===== src/rtl/lpd_pkg.sv =====
// Shared constants and types for the four-lane 7:1 pixel link.
package lpd_pkg;
    localparam int LANES = 4;
    localparam int BITS_PER_LANE = 7;
    localparam int WORD_W = 28;
    localparam int COLOR_W = 8;
    localparam int PIX_W = 24;
    localparam int FIFO_DEPTH = 8;
    localparam int CLK_SYS_MHZ = 125;
    localparam int CLK_PERIOD_NS = 8;
    // One link clock cycle spans this many system clock cycles, one bit slot each.
    localparam int LINK_DIV = BITS_PER_LANE;
    localparam int LINK_PERIOD_NS = LINK_DIV * CLK_PERIOD_NS;
    localparam logic [2:0] POS_FIRST = 3'h0;
    localparam logic [2:0] POS_LAST = 3'h6;
    // The forwarded clock is high for bit positions below this one.
    localparam logic [2:0] POS_CLK_LOW = 3'h4;
    localparam logic [2:0] LOCK_LAST = 3'h3;
    localparam int SLOT_SPARE = 23;
    localparam int SLOT_HSYNC = 24;
    localparam int SLOT_VSYNC = 25;
    localparam int SLOT_ENABLE = 26;
    localparam logic [WORD_W-1:0] IDLE_WORD = 28'h0000000;
    // Serial slot carried by lane l at bit position n, indexed l*7+n.
    localparam int SLOT_MAP [LANES*BITS_PER_LANE] = '{
        0, 1, 2, 3, 4, 6, 7,
        8, 9, 12, 13, 14, 15, 18,
        19, 20, 21, 22, 24, 25, 26,
        27, 5, 10, 11, 16, 17, 23};
    // Slot of colour bit i, ordered red 0..7, green 0..7, blue 0..7.
    localparam int COLOR_MSB3 [PIX_W] = '{
        0, 1, 2, 3, 4, 6, 27, 5,
        7, 8, 9, 12, 13, 14, 10, 11,
        15, 18, 19, 20, 21, 22, 16, 17};
    localparam int COLOR_LSB3 [PIX_W] = '{
        27, 5, 0, 1, 2, 3, 4, 6,
        10, 11, 7, 8, 9, 12, 13, 14,
        16, 17, 15, 18, 19, 20, 21, 22};
    typedef enum logic [2:0] {
        LPD_HUNT = 3'b001,
        LPD_TRACK = 3'b010,
        LPD_LOCKED = 3'b100
    } lpd_rx_state_e;
endpackage


===== src/rtl/lpd_link_if.sv =====
// Serial link carrier between the transmitting and receiving ends.
`timescale 1ns/1ps
interface lpd_link_if;
    logic link_clk;
    logic [3:0] serial_lane;
    modport tx (output link_clk, output serial_lane);
    modport rx (input link_clk, input serial_lane);
endinterface


===== src/rtl/lpd_rx.sv =====
 // lpd_fifo

module lpd_rx (
    input wire logic clk_sys, // System clock.
    input wire logic resetn, // Asynchronous reset, active low.
    lpd_link_if.rx link, // Serial lanes and forwarded clock.
    input wire logic msb_on_lane3, // Colour option: high for MSBs on lane three.
    output logic [27:0] parallel_out_bit, // Received word, bit k from slot k.
    output logic word_valid, // One-cycle pulse with each new word.
    output logic [7:0] red, // Red component.
    output logic [7:0] green, // Green component.
    output logic [7:0] blue, // Blue component.
    output logic hsync, // Horizontal sync.
    output logic vsync, // Vertical sync.
    output logic display_enable, // Display enable.
    output logic spare_bit, // Spare general-purpose bit.
    output logic locked, // Link framing is locked.
    output logic frame_error // One-cycle pulse on a framing fault.
);
    localparam int NCAP = lpd_pkg::LANES * lpd_pkg::BITS_PER_LANE;

    lpd_pkg::lpd_rx_state_e state_reg, state_next;
    logic [2:0] pos_reg, pos_next;
    logic [2:0] cnt_reg, cnt_next;
    logic clk_prev_reg;
    logic [NCAP-1:0] cap_reg, cap_next;
    logic [27:0] word_reg, word_next;
    logic [7:0] red_reg, red_next;
    logic [7:0] green_reg, green_next;
    logic [7:0] blue_reg, blue_next;
    logic hsync_reg, vsync_reg, enable_reg, spare_reg;
    logic valid_reg, err_reg, locked_reg;
    logic rise, capture_en, done, err;

    // Bit positions count from the rising edge of the forwarded clock only.
    assign rise = link.link_clk & ~clk_prev_reg;

    always_comb begin
        state_next = state_reg;
        pos_next = pos_reg;
        cnt_next = cnt_reg;
        capture_en = 1'b0;
        done = 1'b0;
        err = 1'b0;
        unique case (state_reg)
            lpd_pkg::LPD_HUNT: begin
                if (rise) begin
                    state_next = lpd_pkg::LPD_TRACK;
                    pos_next = lpd_pkg::POS_FIRST;
                    cnt_next = '0;
                    capture_en = 1'b1;
                end
            end
            lpd_pkg::LPD_TRACK, lpd_pkg::LPD_LOCKED: begin
                if (rise) begin
                    pos_next = lpd_pkg::POS_FIRST;
                    capture_en = 1'b1;
                    // An edge before seven bits arrived breaks the 7:1 framing.
                    if (pos_reg != lpd_pkg::POS_LAST) begin
                        err = 1'b1;
                        state_next = lpd_pkg::LPD_TRACK;
                        cnt_next = '0;
                    end
                end else if (pos_reg == lpd_pkg::POS_LAST) begin
                    err = 1'b1;
                    state_next = lpd_pkg::LPD_HUNT;
                    cnt_next = '0;
                end else begin
                    pos_next = 3'(pos_reg + 1'b1);
                    capture_en = 1'b1;
                    if (pos_next == lpd_pkg::POS_LAST) begin
                        done = 1'b1;
                        if (state_reg == lpd_pkg::LPD_TRACK) begin
                            if (cnt_reg == lpd_pkg::LOCK_LAST) begin
                                state_next = lpd_pkg::LPD_LOCKED;
                            end else begin
                                cnt_next = 3'(cnt_reg + 1'b1);
                            end
                        end
                    end
                end
            end
        endcase
    end

    // Each clock edge is the centre strobe of the slot launched at the edge before.
    generate
        for (genvar i = 0; i < NCAP; i++) begin : g_cap
            always_comb begin
                if (capture_en && pos_next == 3'(i % lpd_pkg::BITS_PER_LANE)) begin
                    cap_next[i] = link.serial_lane[i / lpd_pkg::BITS_PER_LANE];
                end else begin
                    cap_next[i] = cap_reg[i];
                end
            end
        end
    endgenerate

    always_comb begin
        word_next = word_reg;
        red_next = red_reg;
        green_next = green_reg;
        blue_next = blue_reg;
        if (done) begin
            for (int i = 0; i < NCAP; i++) begin
                word_next[lpd_pkg::SLOT_MAP[i]] = cap_next[i];
            end
            for (int i = 0; i < lpd_pkg::COLOR_W; i++) begin
                if (msb_on_lane3) begin
                    red_next[i] = word_next[lpd_pkg::COLOR_MSB3[i]];
                    green_next[i] = word_next[lpd_pkg::COLOR_MSB3[i + 8]];
                    blue_next[i] = word_next[lpd_pkg::COLOR_MSB3[i + 16]];
                end else begin
                    red_next[i] = word_next[lpd_pkg::COLOR_LSB3[i]];
                    green_next[i] = word_next[lpd_pkg::COLOR_LSB3[i + 8]];
                    blue_next[i] = word_next[lpd_pkg::COLOR_LSB3[i + 16]];
                end
            end
        end
    end

    always_ff @(posedge clk_sys or negedge resetn) begin
        if (!resetn) begin
            state_reg <= lpd_pkg::LPD_HUNT;
            pos_reg <= lpd_pkg::POS_LAST;
            cnt_reg <= '0;
            clk_prev_reg <= 1'b1;
            cap_reg <= '0;
            word_reg <= lpd_pkg::IDLE_WORD;
            red_reg <= '0;
            green_reg <= '0;
            blue_reg <= '0;
            hsync_reg <= 1'b0;
            vsync_reg <= 1'b0;
            enable_reg <= 1'b0;
            spare_reg <= 1'b0;
            valid_reg <= 1'b0;
            err_reg <= 1'b0;
            locked_reg <= 1'b0;
        end else begin
            state_reg <= state_next;
            pos_reg <= pos_next;
            cnt_reg <= cnt_next;
            clk_prev_reg <= link.link_clk;
            cap_reg <= cap_next;
            word_reg <= word_next;
            red_reg <= red_next;
            green_reg <= green_next;
            blue_reg <= blue_next;
            hsync_reg <= word_next[lpd_pkg::SLOT_HSYNC];
            vsync_reg <= word_next[lpd_pkg::SLOT_VSYNC];
            enable_reg <= word_next[lpd_pkg::SLOT_ENABLE];
            spare_reg <= word_next[lpd_pkg::SLOT_SPARE];
            valid_reg <= done;
            err_reg <= err;
            locked_reg <= (state_next == lpd_pkg::LPD_LOCKED);
        end
    end

    assign parallel_out_bit = word_reg;
    assign word_valid = valid_reg;
    assign red = red_reg;
    assign green = green_reg;
    assign blue = blue_reg;
    assign hsync = hsync_reg;
    assign vsync = vsync_reg;
    assign display_enable = enable_reg;
    assign spare_bit = spare_reg;
    assign locked = locked_reg;
    assign frame_error = err_reg;
endmodule // lpd_rx


===== src/flat_wrapper.sv =====
// flat-port wrapper written by rule: the top's interface ports become plain ports
module lpd_rx_flat 
  (clk_sys, resetn, msb_on_lane3, parallel_out_bit, word_valid, red, green, blue, hsync, vsync, display_enable, spare_bit, locked, frame_error, link_link_clk, link_serial_lane);
  lpd_link_if link_i ();
  input wire logic clk_sys;
  input wire logic resetn;
  input wire logic msb_on_lane3;
  output logic [27:0] parallel_out_bit;
  output logic word_valid;
  output logic [7:0] red;
  output logic [7:0] green;
  output logic [7:0] blue;
  output logic hsync;
  output logic vsync;
  output logic display_enable;
  output logic spare_bit;
  output logic locked;
  output logic frame_error;
  input wire logic [$bits(link_i.link_clk)-1:0] link_link_clk;
  input wire logic [$bits(link_i.serial_lane)-1:0] link_serial_lane;
  assign link_i.link_clk = link_link_clk;
  assign link_i.serial_lane = link_serial_lane;
  lpd_rx u_core (.clk_sys(clk_sys), .resetn(resetn), .link(link_i), .msb_on_lane3(msb_on_lane3), .parallel_out_bit(parallel_out_bit), .word_valid(word_valid), .red(red), .green(green), .blue(blue), .hsync(hsync), .vsync(vsync), .display_enable(display_enable), .spare_bit(spare_bit), .locked(locked), .frame_error(frame_error));
endmodule

===== config.mk =====
export PLATFORM = sky130hd
export DESIGN_NAME = lpd_rx_flat
export DESIGN_NICKNAME = d
export VERILOG_FILES = /design/src/rtl/lpd_pkg.sv /design/src/rtl/lpd_link_if.sv /design/src/rtl/lpd_rx.sv /design/src/flat_wrapper.sv
export SDC_FILE = /design/constraint.sdc
export NUM_CORES = 1
export LEC_CHECK = 0
export BUFFER_PORTS_ARGS = -buffer_cell sky130_fd_sc_hd__buf_2
export CAP_MARGIN = 20
export CORE_MARGIN = 5
export CORE_UTILIZATION = 30
export CTS_CLUSTER_SIZE = 25
export DETAILED_ROUTE_END_ITERATION = 8
export PLACE_DENSITY = 0.56
export RECOVER_POWER = 100
export SKIP_CTS_REPAIR_TIMING = 1
export SYNTH_ARGS = -nofsm -noshare
export SYNTH_HDL_FRONTEND = slang
export SYNTH_SLANG_ARGS = --single-unit

===== constraint.sdc =====
create_clock -name clk_sys -period 8.2 [get_ports clk_sys]
set_input_delay 0.41 -clock clk_sys [delete_from_list [all_inputs] [get_ports clk_sys]]
set_output_delay 0.41 -clock clk_sys [all_outputs]
set_load 0.03 [all_outputs]

Yosys cells after proc, flatten, opt, wreduce, memory -nomap -nowiden
Index checks and enable logic that the tools add are counted.
Cells by class
  muxes and demuxes: 85
  reductions and logical operators: 10
  add/subtract/negate cells: 2
  equality and inequality tests: 19
  bitwise logic cells: 2
Operator list (number)
  $mux W1: 63
  $mux W3: 17
  $mux W27: 1
  $eq A3 B3 Y1 const B: 7
  $pmux W3 S2: 3
  $eq A3 B2 Y1 const B: 4
  $ne A4 B1 Y1 const B: 2
  $logic_and A1 B1 Y1: 7
  $add A3 B1 Y3 const B: 2
  $eq A3 B1 Y1 const B: 2
  $ne A3 B3 Y1 const B: 2
  $reduce_and A5 Y1: 1
  $ne A4 B2 Y1 const B: 1
  $logic_not A3 Y1: 1
  $ne A2 B1 Y1 const B: 1
  $pmux W1 S2: 1
  $reduce_or A2 Y1: 1
  $and A1 B1 Y1: 1
  $not A1 Y1: 1
Word-level totals
  logic and storage cells: 135
  register bits after elaboration: 97
  input port bits: 8

Logic depth before layout (Yosys ltp)
Gate-level depths: netlist of the first run.
  word-level depth: 8
  depth in mapped cells: 13
  depth with buffers taken out: 12

Worst setup path after synthesis of the first run
OpenSTA, ideal clock, no wires.
  path kind: reg2reg
  start point: register u_core.pos_reg[0]
  end point: register u_core.word_reg[24] (netlist: u_core.parallel_out_bit[24])
  path buffers: 0
  setup slack: 5.450 ns
  required time: 8.075 ns
  cell stages (with the launch flop): 12
  arrival time: 2.625 ns
  path through: dfrtp_1 inv_2 ha_1 nand2_2 inv_2 ha_1 nor2_1 nand3_1 or2_1 nor3b_2 mux2_2 mux2_2
On the way
  word-level cells in the longest chain between the ends: 8
  elaborated cells on any way between the ends: 18
  classes of those cells: add/sub: 1; eq/ne: 3; mux: 13; reduce/logical: 1
RTL lines
  start: declaration: RTL line lpd_rx.sv:23  | logic [2:0] pos_reg, pos_next;
  start signal: assignment: RTL line lpd_rx.sv:125  | pos_reg <= lpd_pkg::POS_LAST;
  start signal: assignment: RTL line lpd_rx.sv:142  | pos_reg <= pos_next;
  $add A3 B1 Y3 / $eq A3 B3 Y1 (equally long branches): RTL line lpd_rx.sv:69, lpd_rx.sv:64
  $mux W3: RTL line lpd_rx.sv:64  | end else if (pos_reg == lpd_pkg::POS_LAST) begin
  $mux W3: RTL line lpd_rx.sv:55  | if (rise) begin
  $pmux W3 S2: RTL line lpd_rx.sv:45  | unique case (state_reg)
  $eq A3 B3 Y1: RTL line lpd_rx.sv:90  | if (capture_en && pos_next == 3'(i % lpd_pkg::BITS_PER_LANE)) begin
  $logic_and A1 B1 Y1 (*): RTL line lpd_rx.sv:90
  $mux W1 (*): RTL line lpd_rx.sv:90
  via u_core.cap_next[18]: RTL line lpd_rx.sv:26  | logic [NCAP-1:0] cap_reg, cap_next;
  $mux W27 (*): RTL line lpd_rx.sv:104  | if (done) begin
  end signal: assignment: RTL line lpd_rx.sv:129  | word_reg <= lpd_pkg::IDLE_WORD;
  end signal: assignment: RTL line lpd_rx.sv:146  | word_reg <= word_next;
  end: declaration: RTL line lpd_rx.sv:27  | logic [27:0] word_reg, word_next;
The timed path passes the listed nets; every way through them passes the cells marked *.
A chain may end at the register's enable or synchronous reset.

Worst setup path after layout of the first run
  start point: register u_core.clk_prev_reg
  end point: register u_core.word_reg[24] (netlist: u_core.parallel_out_bit[24])
On the way
  word-level cells in the longest chain between the ends: 8
  elaborated cells on any way between the ends: 14
  classes of those cells: eq/ne: 1; mux: 10; bitwise: 2; reduce/logical: 1
RTL lines
  start: declaration: RTL line lpd_rx.sv:25  | logic clk_prev_reg;
  start signal: assignment: RTL line lpd_rx.sv:144  | clk_prev_reg <= link.link_clk;
  $not A1 Y1 (*): RTL line lpd_rx.sv:36  | assign rise = link.link_clk & ~clk_prev_reg;
  $and A1 B1 Y1 (*): RTL line lpd_rx.sv:36
  $mux W3, on equally long branches: RTL line lpd_rx.sv:55, lpd_rx.sv:47
  $pmux W3 S2: RTL line lpd_rx.sv:45
  $eq A3 B3 Y1: RTL line lpd_rx.sv:90
  $logic_and A1 B1 Y1 (*): RTL line lpd_rx.sv:90
  $mux W1 (*): RTL line lpd_rx.sv:90
  via u_core.cap_next[18]: RTL line lpd_rx.sv:26
  $mux W27 (*): RTL line lpd_rx.sv:104
Marked as above.

==> qor.csv, run 1 <==
stage,metric,value,unit
timing,unrepaired setup endpoints after global routing,no,
route,vias per inst,4.85,
power,leakage power,2.22,nW
route,Residual DRC,0,
floorplan,Die X,127,um
logic_synthesis,Synth warnings,0,
timing,Worst slew margin,16.3,%
logic_synthesis,syn nets,399,
timing,clk_skew,8.27,ps
timing,Worst Tran Pin Value,1240,ps
logic_synthesis,post-synth top area cell,dfrtp_1,
clocking,Num CTS Buffers,9,
logic_synthesis,Synth cell types,52,
placed_design,HPWL Detailed,7330,um
placed_design,input/output buffers,66,
timing,WHS,163,ps
clocking,CTS H-tree depth,3,
critical_path,"slowest stage delay, CP",740,ps
clocking,clk slew on worst S/H paths,60,ps
clocking,clock buffer depth,2,
timing,Fmax,258,MHz
power,power per cell area,463,nW/um2
route,via count,3019,
clocking,clock sink count,93,
clocking,clk root buf,clkbuf_16,
final_layout,max reg flops,28,
critical_path,crit path max fanout,13,
critical_path,data required time of the worst path,8430,ps
final_layout,share of layout cells above drive strength 1,8.52,%
global_route,GRT overflow,0,
logic_synthesis,Post-synth top cells,"dfrtp_1 (89), nand2_1 (49), inv_1 (27)",
critical_path,CP endpoint kind,flop,
power,maximum vdd drop,0.000166,V
logic_synthesis,sequential area share after synthesis,56.6,%
final_layout,utilization after layout,36.2,%
final_layout,nets,457,
logic_synthesis,Syn Area/Cell,10.7,um2
timing,Fin. Hold Viols,0,
floorplan,Initial Utilization,30.9,%
timing,Tcrit/Tclk final,47.2,%
global_route,initial antenna violation count,0,
floorplan,row cnt,42,
global_route,gr usage total,13.3,%
job,# Max-Cap Violations,0,
logic_synthesis,Synth area leaders,"dfrtp_1 (54%), nand2_1 (4.5%), mux2i_1 (4.4%), o21ai_1 (3.0%), mux2_2 (2.7%)",
route,1st-iter DRT viols,183,
hold_path,hold crit path type,in -> reg,
placed_design,GP Congestion,0.828,
route,Avg WL per Cell,16.7,um
logic_synthesis,"EDFF count, synth",0,
global_route,first-pass GRT wire length,17000,um
route,drt total wl,10400,um
final_layout,area grow syn2layout,17.2,%
logic_synthesis,"Top FF cell, synth",dfrtp_1,
critical_path,CP max-delay cell,nor3b_1,
critical_path,Setup CP Type,reg -> reg,
global_route,largest net degree at the start of global routing,80,
clocking,worst skew pair latency,340,ps
floorplan,die height,127,um
logic_synthesis,Syn Inst Count,384,
critical_path,Setup crit start kind,flop,
timing,"Slew Viols, Final",0,
timing,Final Setup Violations,0,
critical_path,Critical Path AT,4100,ps
timing,setup TNS,0,ps
logic_synthesis,Synth top area share,54.0,%
route,remaining antenna violation count,0,
clocking,CTS tree,yes,
final_layout,n_diodes,0,
logic_synthesis,flop and latch count out of synthesis,93,
timing,Period minus WS final,3870,ps
floorplan,# IOs,67,
logic_synthesis,"Async S/R FF share, synth",100,%
logic_synthesis,top-count cell post-synth,dfrtp_1,
logic_synthesis,synthesized cell area,4120,um2
run_status,status,finished clean,
floorplan,Core ar.,13300,um2
power,Power Total,2.24,mW
final_layout,FILL cells,1398,
global_route,vias in the first global route,3082,
route,1st-pass router iterations,5,
critical_path,"critical path, cell by cell",nor2b_1 -> inv_1 -> ha_1 -> nor2_1 -> nand3_1 -> or2_0 -> nor3b_1 -> mux2_2 -> mux2_2,
critical_path,most frequent CP cell,mux2_2,
floorplan,die area,16200,um2
-- layout make-up --
| type | count | area [um2] | share of cell area, % |
|---|---|---|---|
| Tap cell | 176 | 220 | 4.56 |
| Clock buffer | 11 | 253 | 5.23 |
| Timing Repair Buffer | 70 | 303 | 6.27 |
| Inverter | 32 | 120 | 2.49 |
| Sequential cell | 93 | 2330 | 48.3 |
| Clock inverter | 4 | 80.1 | 1.66 |
| Multi-Input combinational cell | 236 | 1520 | 31.5 |
-- power by group --
part           switching, mW  internal [mW]  total, mW  leakage (nW)
clock                  0.179          0.285      0.464         0.164
sequential             0.114          0.666      0.780          1.16
combinational          0.695          0.298      0.993         0.901
-- final timing paths --
check	startpoint	to	slack [ps]	cells after the start
max	u_core.clk_prev_reg	u_core.parallel_out_bit[24]	4330	9
min	link_link_clk	u_core.clk_prev_reg	160	1
max reg2reg	u_core.clk_prev_reg	u_core.parallel_out_bit[24]	4330	9
min reg2reg	u_core.parallel_out_bit[20]	u_core.parallel_out_bit[20]	480	2
max in group asynchronous	resetn	u_core.parallel_out_bit[17]	6180	4
min in group asynchronous	resetn	u_core.parallel_out_bit[8]	700	2
-- critical path, delay by kind of cell (launching register included) --
kind / cells / cell delay (ps)
simple gates: 5 / 1980
buf+inv: 1 / 400
flops: 1 / 360
fa+ha+maj: 1 / 320
mux: 2 / 680
-- cells by family (layout without fill, tap and decap cells) --
kind of cell	Yosys count	in the layout	synth area share, %
adders and majority gates	7	7	2.12
buffers and inverters	55	117	5.71
muxes	32	32	8.44
DFF	93	93	56.6
xor gates and xnor gates	6	6	1.64
and+or+nand+nor	106	106	12.2
AOI/OAI and AO/OA	85	85	13.4
-- stage by stage --
stage,cells,area (um2),setup WS [ps]
CTS,620,4910,4690
global placement,605,4580,4700
detailed placement,605,4580,4560
global route,622,4830,3940
floorplan,384,4120,5450
finish,622,4830,4330
-- routing by layer --
metal  global-route usage (%)  up-vias  wire length, um  part of all wire [%]
met4                     4.92        0              106                   1.0
met5                        0        -                0                     0
met3                     2.17        8              394                   3.8
met1                     18.5     1497             4960                    48
met2                     21.0       72             4950                    48
li1                         -     1442                -                     -
-- placed cells by master (no fill, tap or decap), types with 2 or more instances in the layout --
cell	count
inv_2	2
ha_1	7
mux2_1	5
nor4_1	2
nand2_1	49
dfstp_2	3
clkbuf_1	62
mux2_2	8
nor2b_1	2
nor3_1	5
inv_1	29
buf_2	5
o21ai_0	28
a31oi_1	4
dfrtp_1	89
and3_1	2
bufinv_16	2
o31ai_1	3
mux2i_1	19
nand3_1	14
o21ai_1	3
o211ai_1	7
clkbuf_8	2
clkbuf_16	9
o21a_1	3
nor2_1	17
or3_1	3
o221ai_1	10
a21oi_1	14
xnor2_1	4
a22o_1	8
(Power assumes the default switching activity.)
==> inputs of run 2 (changes only) <==
--- a/config.mk
+++ b/config.mk
@@ -5,6 +5,7 @@
 export SDC_FILE = /design/constraint.sdc
 export NUM_CORES = 1
 export LEC_CHECK = 0
+export ABC_AREA = 1
 export BUFFER_PORTS_ARGS = -buffer_cell sky130_fd_sc_hd__buf_2
 export CAP_MARGIN = 20
 export CORE_MARGIN = 5
==> constraint.sdc (replaced) <==
create_clock -name clk_sys -period 3.7 [get_ports clk_sys]
set_input_delay 0.185 -clock clk_sys [delete_from_list [all_inputs] [get_ports clk_sys]]
set_output_delay 0.185 -clock clk_sys [all_outputs]
set_load 0.03 [all_outputs]
==> qor.csv, run 2 <==
stage,metric,value,unit,change
floorplan,Die X,128,um,+0.84%
logic_synthesis,"Async S/R FF share, synth",100,%,unchanged
global_route,gr usage total,14.2,%,+0.89 points
critical_path,crit path max fanout,7,,-6
floorplan,# IOs,67,,unchanged
route,1st-pass router iterations,5,,unchanged
global_route,initial antenna violation count,0,,unchanged
route,remaining antenna violation count,0,,unchanged
logic_synthesis,"EDFF count, synth",0,,unchanged
global_route,largest net degree at the start of global routing,67,,-16%
timing,setup ws final,777,ps,-3550 ps
logic_synthesis,Syn Area/Cell,8.75,um2,-19%
logic_synthesis,Syn Inst Count,480,,+25%
logic_synthesis,synthesized cell area,4200,um2,+1.8%
global_route,first-pass GRT wire length,18500,um,+8.7%
clocking,CTS tree,yes,,
critical_path,"critical path, cell by cell",inv_1 -> ha_1 -> nand2_1 -> inv_1 -> ha_1 -> nand2_1 -> nand2_1 -> a21oi_1 -> nand2_1 -> nand2_1 -> nand3_1 -> nand3_1 -> nand2_1,,
route,via count,3537,,+17%
timing,setup TNS,0,ps,unchanged
final_layout,area grow syn2layout,15.6,%,
route,vias per inst,4.87,,+0.38%
global_route,GRT overflow,0,,unchanged
critical_path,CP max-delay cell,a21oi_1,,
logic_synthesis,Synth warnings,0,,unchanged
final_layout,final instance area,4850,um2,+0.49%
clocking,clk slew on worst S/H paths,70,ps,about the same
timing,Fin. Hold Viols,0,,unchanged
final_layout,most frequent cells in the layout,"nand2_1 (148), nand3_1 (100), dfrtp_1 (89), clkbuf_1 (62), nor2_1 (35)",,
logic_synthesis,Post-synth top cells,"nand2_1 (138), nand3_1 (100), dfrtp_1 (89)",,
floorplan,Initial Utilization,30.4,%,-0.53 points
final_layout,"commonest non-fill, non-tap cell in the layout",nand2_1,,
final_layout,n_diodes,0,,unchanged
clocking,worst skew pair latency,350,ps,about the same
run_status,status,"finished, violations left",,
placed_design,Placed Instance Area,4670,um2,+2.1%
logic_synthesis,sequential area share after synthesis,55.6,%,-1.0 points
power,sw frac,50.6,%,+6.4 points
critical_path,"slowest stage delay, CP",540,ps,-200 ps
critical_path,CP endpoint kind,flop,,
power,Switch Pwr,2.67,mW,+170%
logic_synthesis,Synth area leaders,"dfrtp_1 (53%), nand2_1 (12%), nand3_1 (12%), a31oi_1 (3.7%), nor2_1 (3.0%)",,
timing,clk_skew,8.71,ps,+0.440 ps
job,# Max-Cap Violations,2,,+2
logic_synthesis,post-synth top area cell,dfrtp_1,,
clocking,clk root buf,clkbuf_16,,
floorplan,die area,16500,um2,+1.7%
route,1st-iter DRT viols,356,,+95%
logic_synthesis,flop and latch count out of synthesis,93,,unchanged
critical_path,Critical Path AT,3160,ps,-940 ps
timing,Worst Tran Pin Value,1650,ps,+405 ps
placed_design,input/output buffers,66,,unchanged
route,drt total wl,11300,um,+8.6%
power,leakage power,2.36,nW,+6.4%
power,Clk network pwr share,17.7,%,-3.0 points
placed_design,GP Congestion,0.811,,-2.1%
timing,Tcrit/Tclk final,79.0,%,+32 points
floorplan,row cnt,43,,+2.4%
timing,Final Setup Violations,0,,unchanged
clocking,clock sink count,93,,unchanged
critical_path,Setup CP Type,reg -> reg,,
logic_synthesis,syn nets,495,,+24%
logic_synthesis,"Top FF cell, synth",dfrtp_1,,
timing,Period minus WS final,2920,ps,-949 ps
critical_path,most frequent CP cell,nand2_1,,
critical_path,data required time of the worst path,3940,ps,-4490 ps
timing,"Slew Viols, Final",96,,+96
timing,Fmax,342,MHz,+32%
placed_design,post-place setup slack,1090,ps,-3470 ps
critical_path,Setup crit start kind,flop,,
power,maximum vdd drop,0.000341,V,+110%
power,Comb pwr share,49.6,%,+5.2 points
clocking,CTS H-tree depth,3,,unchanged
floorplan,die height,128,um,+0.84%
final_layout,share of layout cells above drive strength 1,7.51,%,-1.0 points
floorplan,Core ar.,13800,um2,+3.6%
route,Residual DRC,0,,unchanged
power,Internal Power,2.61,mW,+110%
timing,Worst slew margin,-9.97,%,-26 points
final_layout,nets,556,,+22%
clocking,Num CTS Buffers,9,,unchanged
final_layout,max reg flops,28,,unchanged
power,Power Total,5.29,mW,+140%
power,power per cell area,1090,nW/um2,+140%
timing,unrepaired setup endpoints after global routing,no,,
clocking,clock buffer depth,2,,unchanged
logic_synthesis,Synth top area share,53.1,%,-0.97 points
global_route,vias in the first global route,3572,,+16%
placed_design,HPWL Detailed,7740,um,+5.6%
logic_synthesis,Synth cell types,27,,-48%
run_status,violated checks,"capacitance limit, slew limit",,
timing,WHS,203,ps,+40.0 ps
logic_synthesis,top-count cell post-synth,nand2_1,,
power,sequential share of power,32.6,%,-2.3 points
route,Avg WL per Cell,15.6,um,-6.9%
hold_path,hold crit path type,in -> reg,,
-- run 2: final cells by class --
class                   instances  area [um2]
inverters                      21        78.8
fillers                      1447        8970
repair buffers                 71         285
clock inverters                 7        78.8
multi-input cells             345        1630
flip-flops and latches         93        2330
clock buffers                   9         225
well taps                     180         225
-- run 2: cells by family (layout without fill, tap and decap cells) --
kind of cell,count (synthesis),count (layout),share of synthesized area [%]
and+or+nand+nor,297,297,31.6
buffers and inverters,42,108,4.59
AOI/OAI and AO/OA,41,41,6.20
adders and majority gates,7,7,2.09
DFF,93,93,55.6
-- run 2: worst paths after layout --
| kind | cells after the start | slack (ps) | to | from |
|---|---|---|---|---|
| max | 13 | 780 | u_core.green[7] | u_core.pos_reg[0] |
| min | 3 | 200 | u_core.cap_reg[19] | link_serial_lane[2] |
| max reg2reg | 13 | 780 | u_core.green[7] | u_core.pos_reg[0] |
| min reg2reg | 2 | 470 | u_core.cap_reg[27] | u_core.cap_reg[27] |
| max in group asynchronous | 2 | 1310 | u_core.parallel_out_bit[18] | resetn |
| min in group asynchronous | 1 | 270 | u_core.cap_reg[1] | resetn |
-- run 2: power by group through the flow --
stage | Combinational, mW | Clock, mW | Sequential (mW)
finish | 2.63 | 0.938 | 1.72
global route | 2.96 | 1.00 | 1.78
CTS | 2.81 | 0.961 | 1.73
detailed placement | 2.80 | 0 | 1.74
global placement | 2.76 | 0 | 1.73
floorplan | 1.53 | 0 | 2.23
-- run 2: worst max-delay path: cells and delay by family, from the launching register on --
kind | cells | cell delay (ps)
DFF | 1 | 430
adders and majority gates | 2 | 420
and+or+nand+nor | 8 | 1230
AOI/OAI and AO/OA | 1 | 540
buffers and inverters | 2 | 200
-- run 2: through the flow --
step | utilization (%) | instances
after floorplan | - | 480
after global placement | 33.8 | 709
after detailed placement | 33.8 | 709
after CTS | 36.0 | 725
after global routing | 35.1 | 726
final | 35.1 | 726
-- run 2: metal layers --
metal	global-route usage [%]	vias to the layer above	share of wire [%]	routed length [um]
met5	0	-	0	0
met2	22.3	119	46	5230
li1	-	1729	-	-
met3	2.63	12	5.9	663
met1	19.3	1677	46	5250
met4	5.74	0	1.4	162
==> inputs of run 3 (changes only) <==
==> constraint.sdc (replaced) <==
create_clock -name clk_sys -period 3.06 [get_ports clk_sys]
set_input_delay 0.153 -clock clk_sys [delete_from_list [all_inputs] [get_ports clk_sys]]
set_output_delay 0.153 -clock clk_sys [all_outputs]
set_load 0.03 [all_outputs]
==> qor.csv, run 3 (synthesis results as in run 2) <==
stage,metric,value,unit,change
critical_path,Critical Path AT,2810,ps,-350 ps
timing,clk_skew,13.5,ps,+4.80 ps
clocking,clock buffer depth,2,,unchanged
critical_path,data required time of the worst path,3300,ps,-640 ps
job,# Max-Cap Violations,1,,-1
global_route,largest net degree at the start of global routing,64,,-4.5%
critical_path,"slowest stage delay, CP",540,ps,about the same
placed_design,post-place setup slack,602,ps,-492 ps
power,maximum vdd drop,0.000502,V,+47%
critical_path,"critical path, cell by cell",inv_1 -> nand2_1 -> inv_1 -> nor2_1 -> nand2_1 -> nor2_4 -> inv_1 -> nand2_1 -> nand2_1,,
route,remaining antenna violation count,0,,unchanged
global_route,gr usage total,14.5,%,+0.30 points
final_layout,utilization after layout,35.5,%,+0.36 points
global_route,met3 Use GR,3.46,%,+0.83 points
route,via count,3481,,-1.6%
route,Residual DRC,0,,unchanged
clocking,clk root buf,clkbuf_16,,
timing,Fmax,389,MHz,+14%
critical_path,most frequent CP cell,nand2_1,,
route,vias per inst,4.79,,-1.7%
critical_path,R2R depth,9,,-4
global_route,M1 GR Usage,20.0,%,+0.73 points
route,1st-iter DRT viols,321,,-9.8%
timing,"Slew Viols, Final",64,,-33%
critical_path,Setup crit start kind,flop,,
critical_path,WP buf/inv,3,,+1
global_route,GRT overflow,0,,unchanged
placed_design,GP Congestion,0.844,,+4.1%
floorplan,Initial Utilization,30.4,%,unchanged
global_route,first-pass GRT wire length,18700,um,+1.1%
floorplan,die area,16500,um2,unchanged
timing,Period minus WS final,2570,ps,-354 ps
final_layout,max reg flops,28,,unchanged
final_layout,area grow syn2layout,16.8,%,
critical_path,Setup CP Type,reg -> reg,,
placed_design,input/output buffers,66,,unchanged
critical_path,Critical Path Stages,9,,-4
critical_path,CP max-delay cell,inv_1,,
placed_design,HPWL Detailed,7890,um,+1.9%
timing,Final Setup Violations,0,,unchanged
critical_path,start of the worst register-to-register path,u_core.clk_prev_reg,,
clocking,CTS tree,yes,,
floorplan,Die X,128,um,unchanged
timing,unrepaired setup endpoints after global routing,no,,
critical_path,largest delay contributor family on the critical path,simple AND/OR/NAND/NOR gates,,
run_status,status,"finished, violations left",,
global_route,initial antenna violation count,0,,unchanged
timing,Worst slew margin,-8.05,%,+1.9 points
power,power per cell area,1320,nW/um2,+22%
timing,Fin. Hold Viols,0,,unchanged
clocking,clock sink count,93,,unchanged
timing,setup ws final,491,ps,-286 ps
global_route,global routing's busiest layer,met2,,
timing,Tcrit/Tclk final,84.0,%,+5.0 points
floorplan,die height,128,um,unchanged
final_layout,n_diodes,0,,unchanged
final_layout,nets,558,,+0.36%
final_layout,FILL cells,1480,,+2.3%
critical_path,CP endpoint kind,flop,,
global_route,vias in the first global route,3504,,-1.9%
floorplan,row cnt,43,,unchanged
hold_path,Hold Startpoint,link_serial_lane[3],,
clocking,CTS H-tree depth,3,,unchanged
critical_path,crit path from,u_core.clk_prev_reg,,
final_layout,most frequent cells in the layout,"nand2_1 (148), nand3_1 (101), dfrtp_1 (89), clkbuf_1 (61), nor2_1 (34)",,
critical_path,crit path max fanout,27,,+20
route,drt total wl,11300,um,+0.17%
clocking,Num CTS Buffers,9,,unchanged
clocking,worst skew pair latency,350,ps,about the same
route,Avg WL per Cell,15.6,um,about the same
hold_path,hold path depth,3,,unchanged
clocking,clk slew on worst S/H paths,70,ps,about the same
hold_path,hold crit path type,in -> reg,,
timing,setup TNS,0,ps,unchanged
run_status,violated checks,"capacitance limit, slew limit",,
floorplan,# IOs,67,,unchanged
timing,Worst Tran Pin Value,1620,ps,-28.8 ps
route,1st-pass router iterations,5,,unchanged
global_route,met2 Use GR,21.9,%,-0.37 points
final_layout,share of layout cells above drive strength 1,7.86,%,+0.35 points
final_layout,"commonest non-fill, non-tap cell in the layout",nand2_1,,
power,leakage power,2.38,nW,+0.78%
floorplan,Core ar.,13800,um2,unchanged
run 3: worst paths after layout:
path | end | slack (ps)
worst min register to register | u_core.cap_reg[27] | 480
worst max-delay path | u_core.green[6] | 490
min in group asynchronous | u_core.red[2] | 760
worst max register to register | u_core.green[6] | 490
max in group asynchronous | u_core.parallel_out_bit[19] | 820
worst min-delay path | u_core.cap_reg[27] | 180
run 3: report_power, final:
group	switching (mW)	leakage, nW	internal [mW]
clock network	0.489	0.159	0.737
logic	2.40	1.08	0.801
registers	0.273	1.14	1.79
run 3: final cells by class:
| type | instances | area (um2) | share of cell area (%) |
|---|---|---|---|
| timing repair buffer | 73 | 304 | 6.20 |
| inverter | 21 | 78.8 | 1.61 |
| multi-input combinational | 345 | 1640 | 33.5 |
| clock inverter | 5 | 82.6 | 1.68 |
| tap | 180 | 225 | 4.59 |
| sequential | 93 | 2330 | 47.6 |
| clock buffer | 10 | 239 | 4.87 |
run 3: metrics by stage:
stage          instance area (um2)  hold slack [ps]  total power [mW]  instances
6_report                      4900              181              6.49        727
5_1_grt                       4900              205              7.04        727
4_1_cts                       5000            -86.4              6.73        725
3_5_place_dp                  4680              279              5.48        710
3_3_place_gp                  4680              278              5.42        710
2_1_floorplan                 4200             -143              4.55        480
run 3: metal layers:
layer / vias up / routed length, um
met5: - / 0
met4: 0 / 181
met3: 14 / 671
met2: 97 / 5030
met1: 1643 / 5450
li1: 1727 / -
run 3: worst register-to-register path, cell delays in order, from the launching register on:
cell and delay (ps):
dfstp_2 510, inv_1 30, nand2_1 230, inv_1 230
nor2_1 180, nand2_1 120, nor2_4 330, inv_1 550
nand2_1 220, nand2_1 70
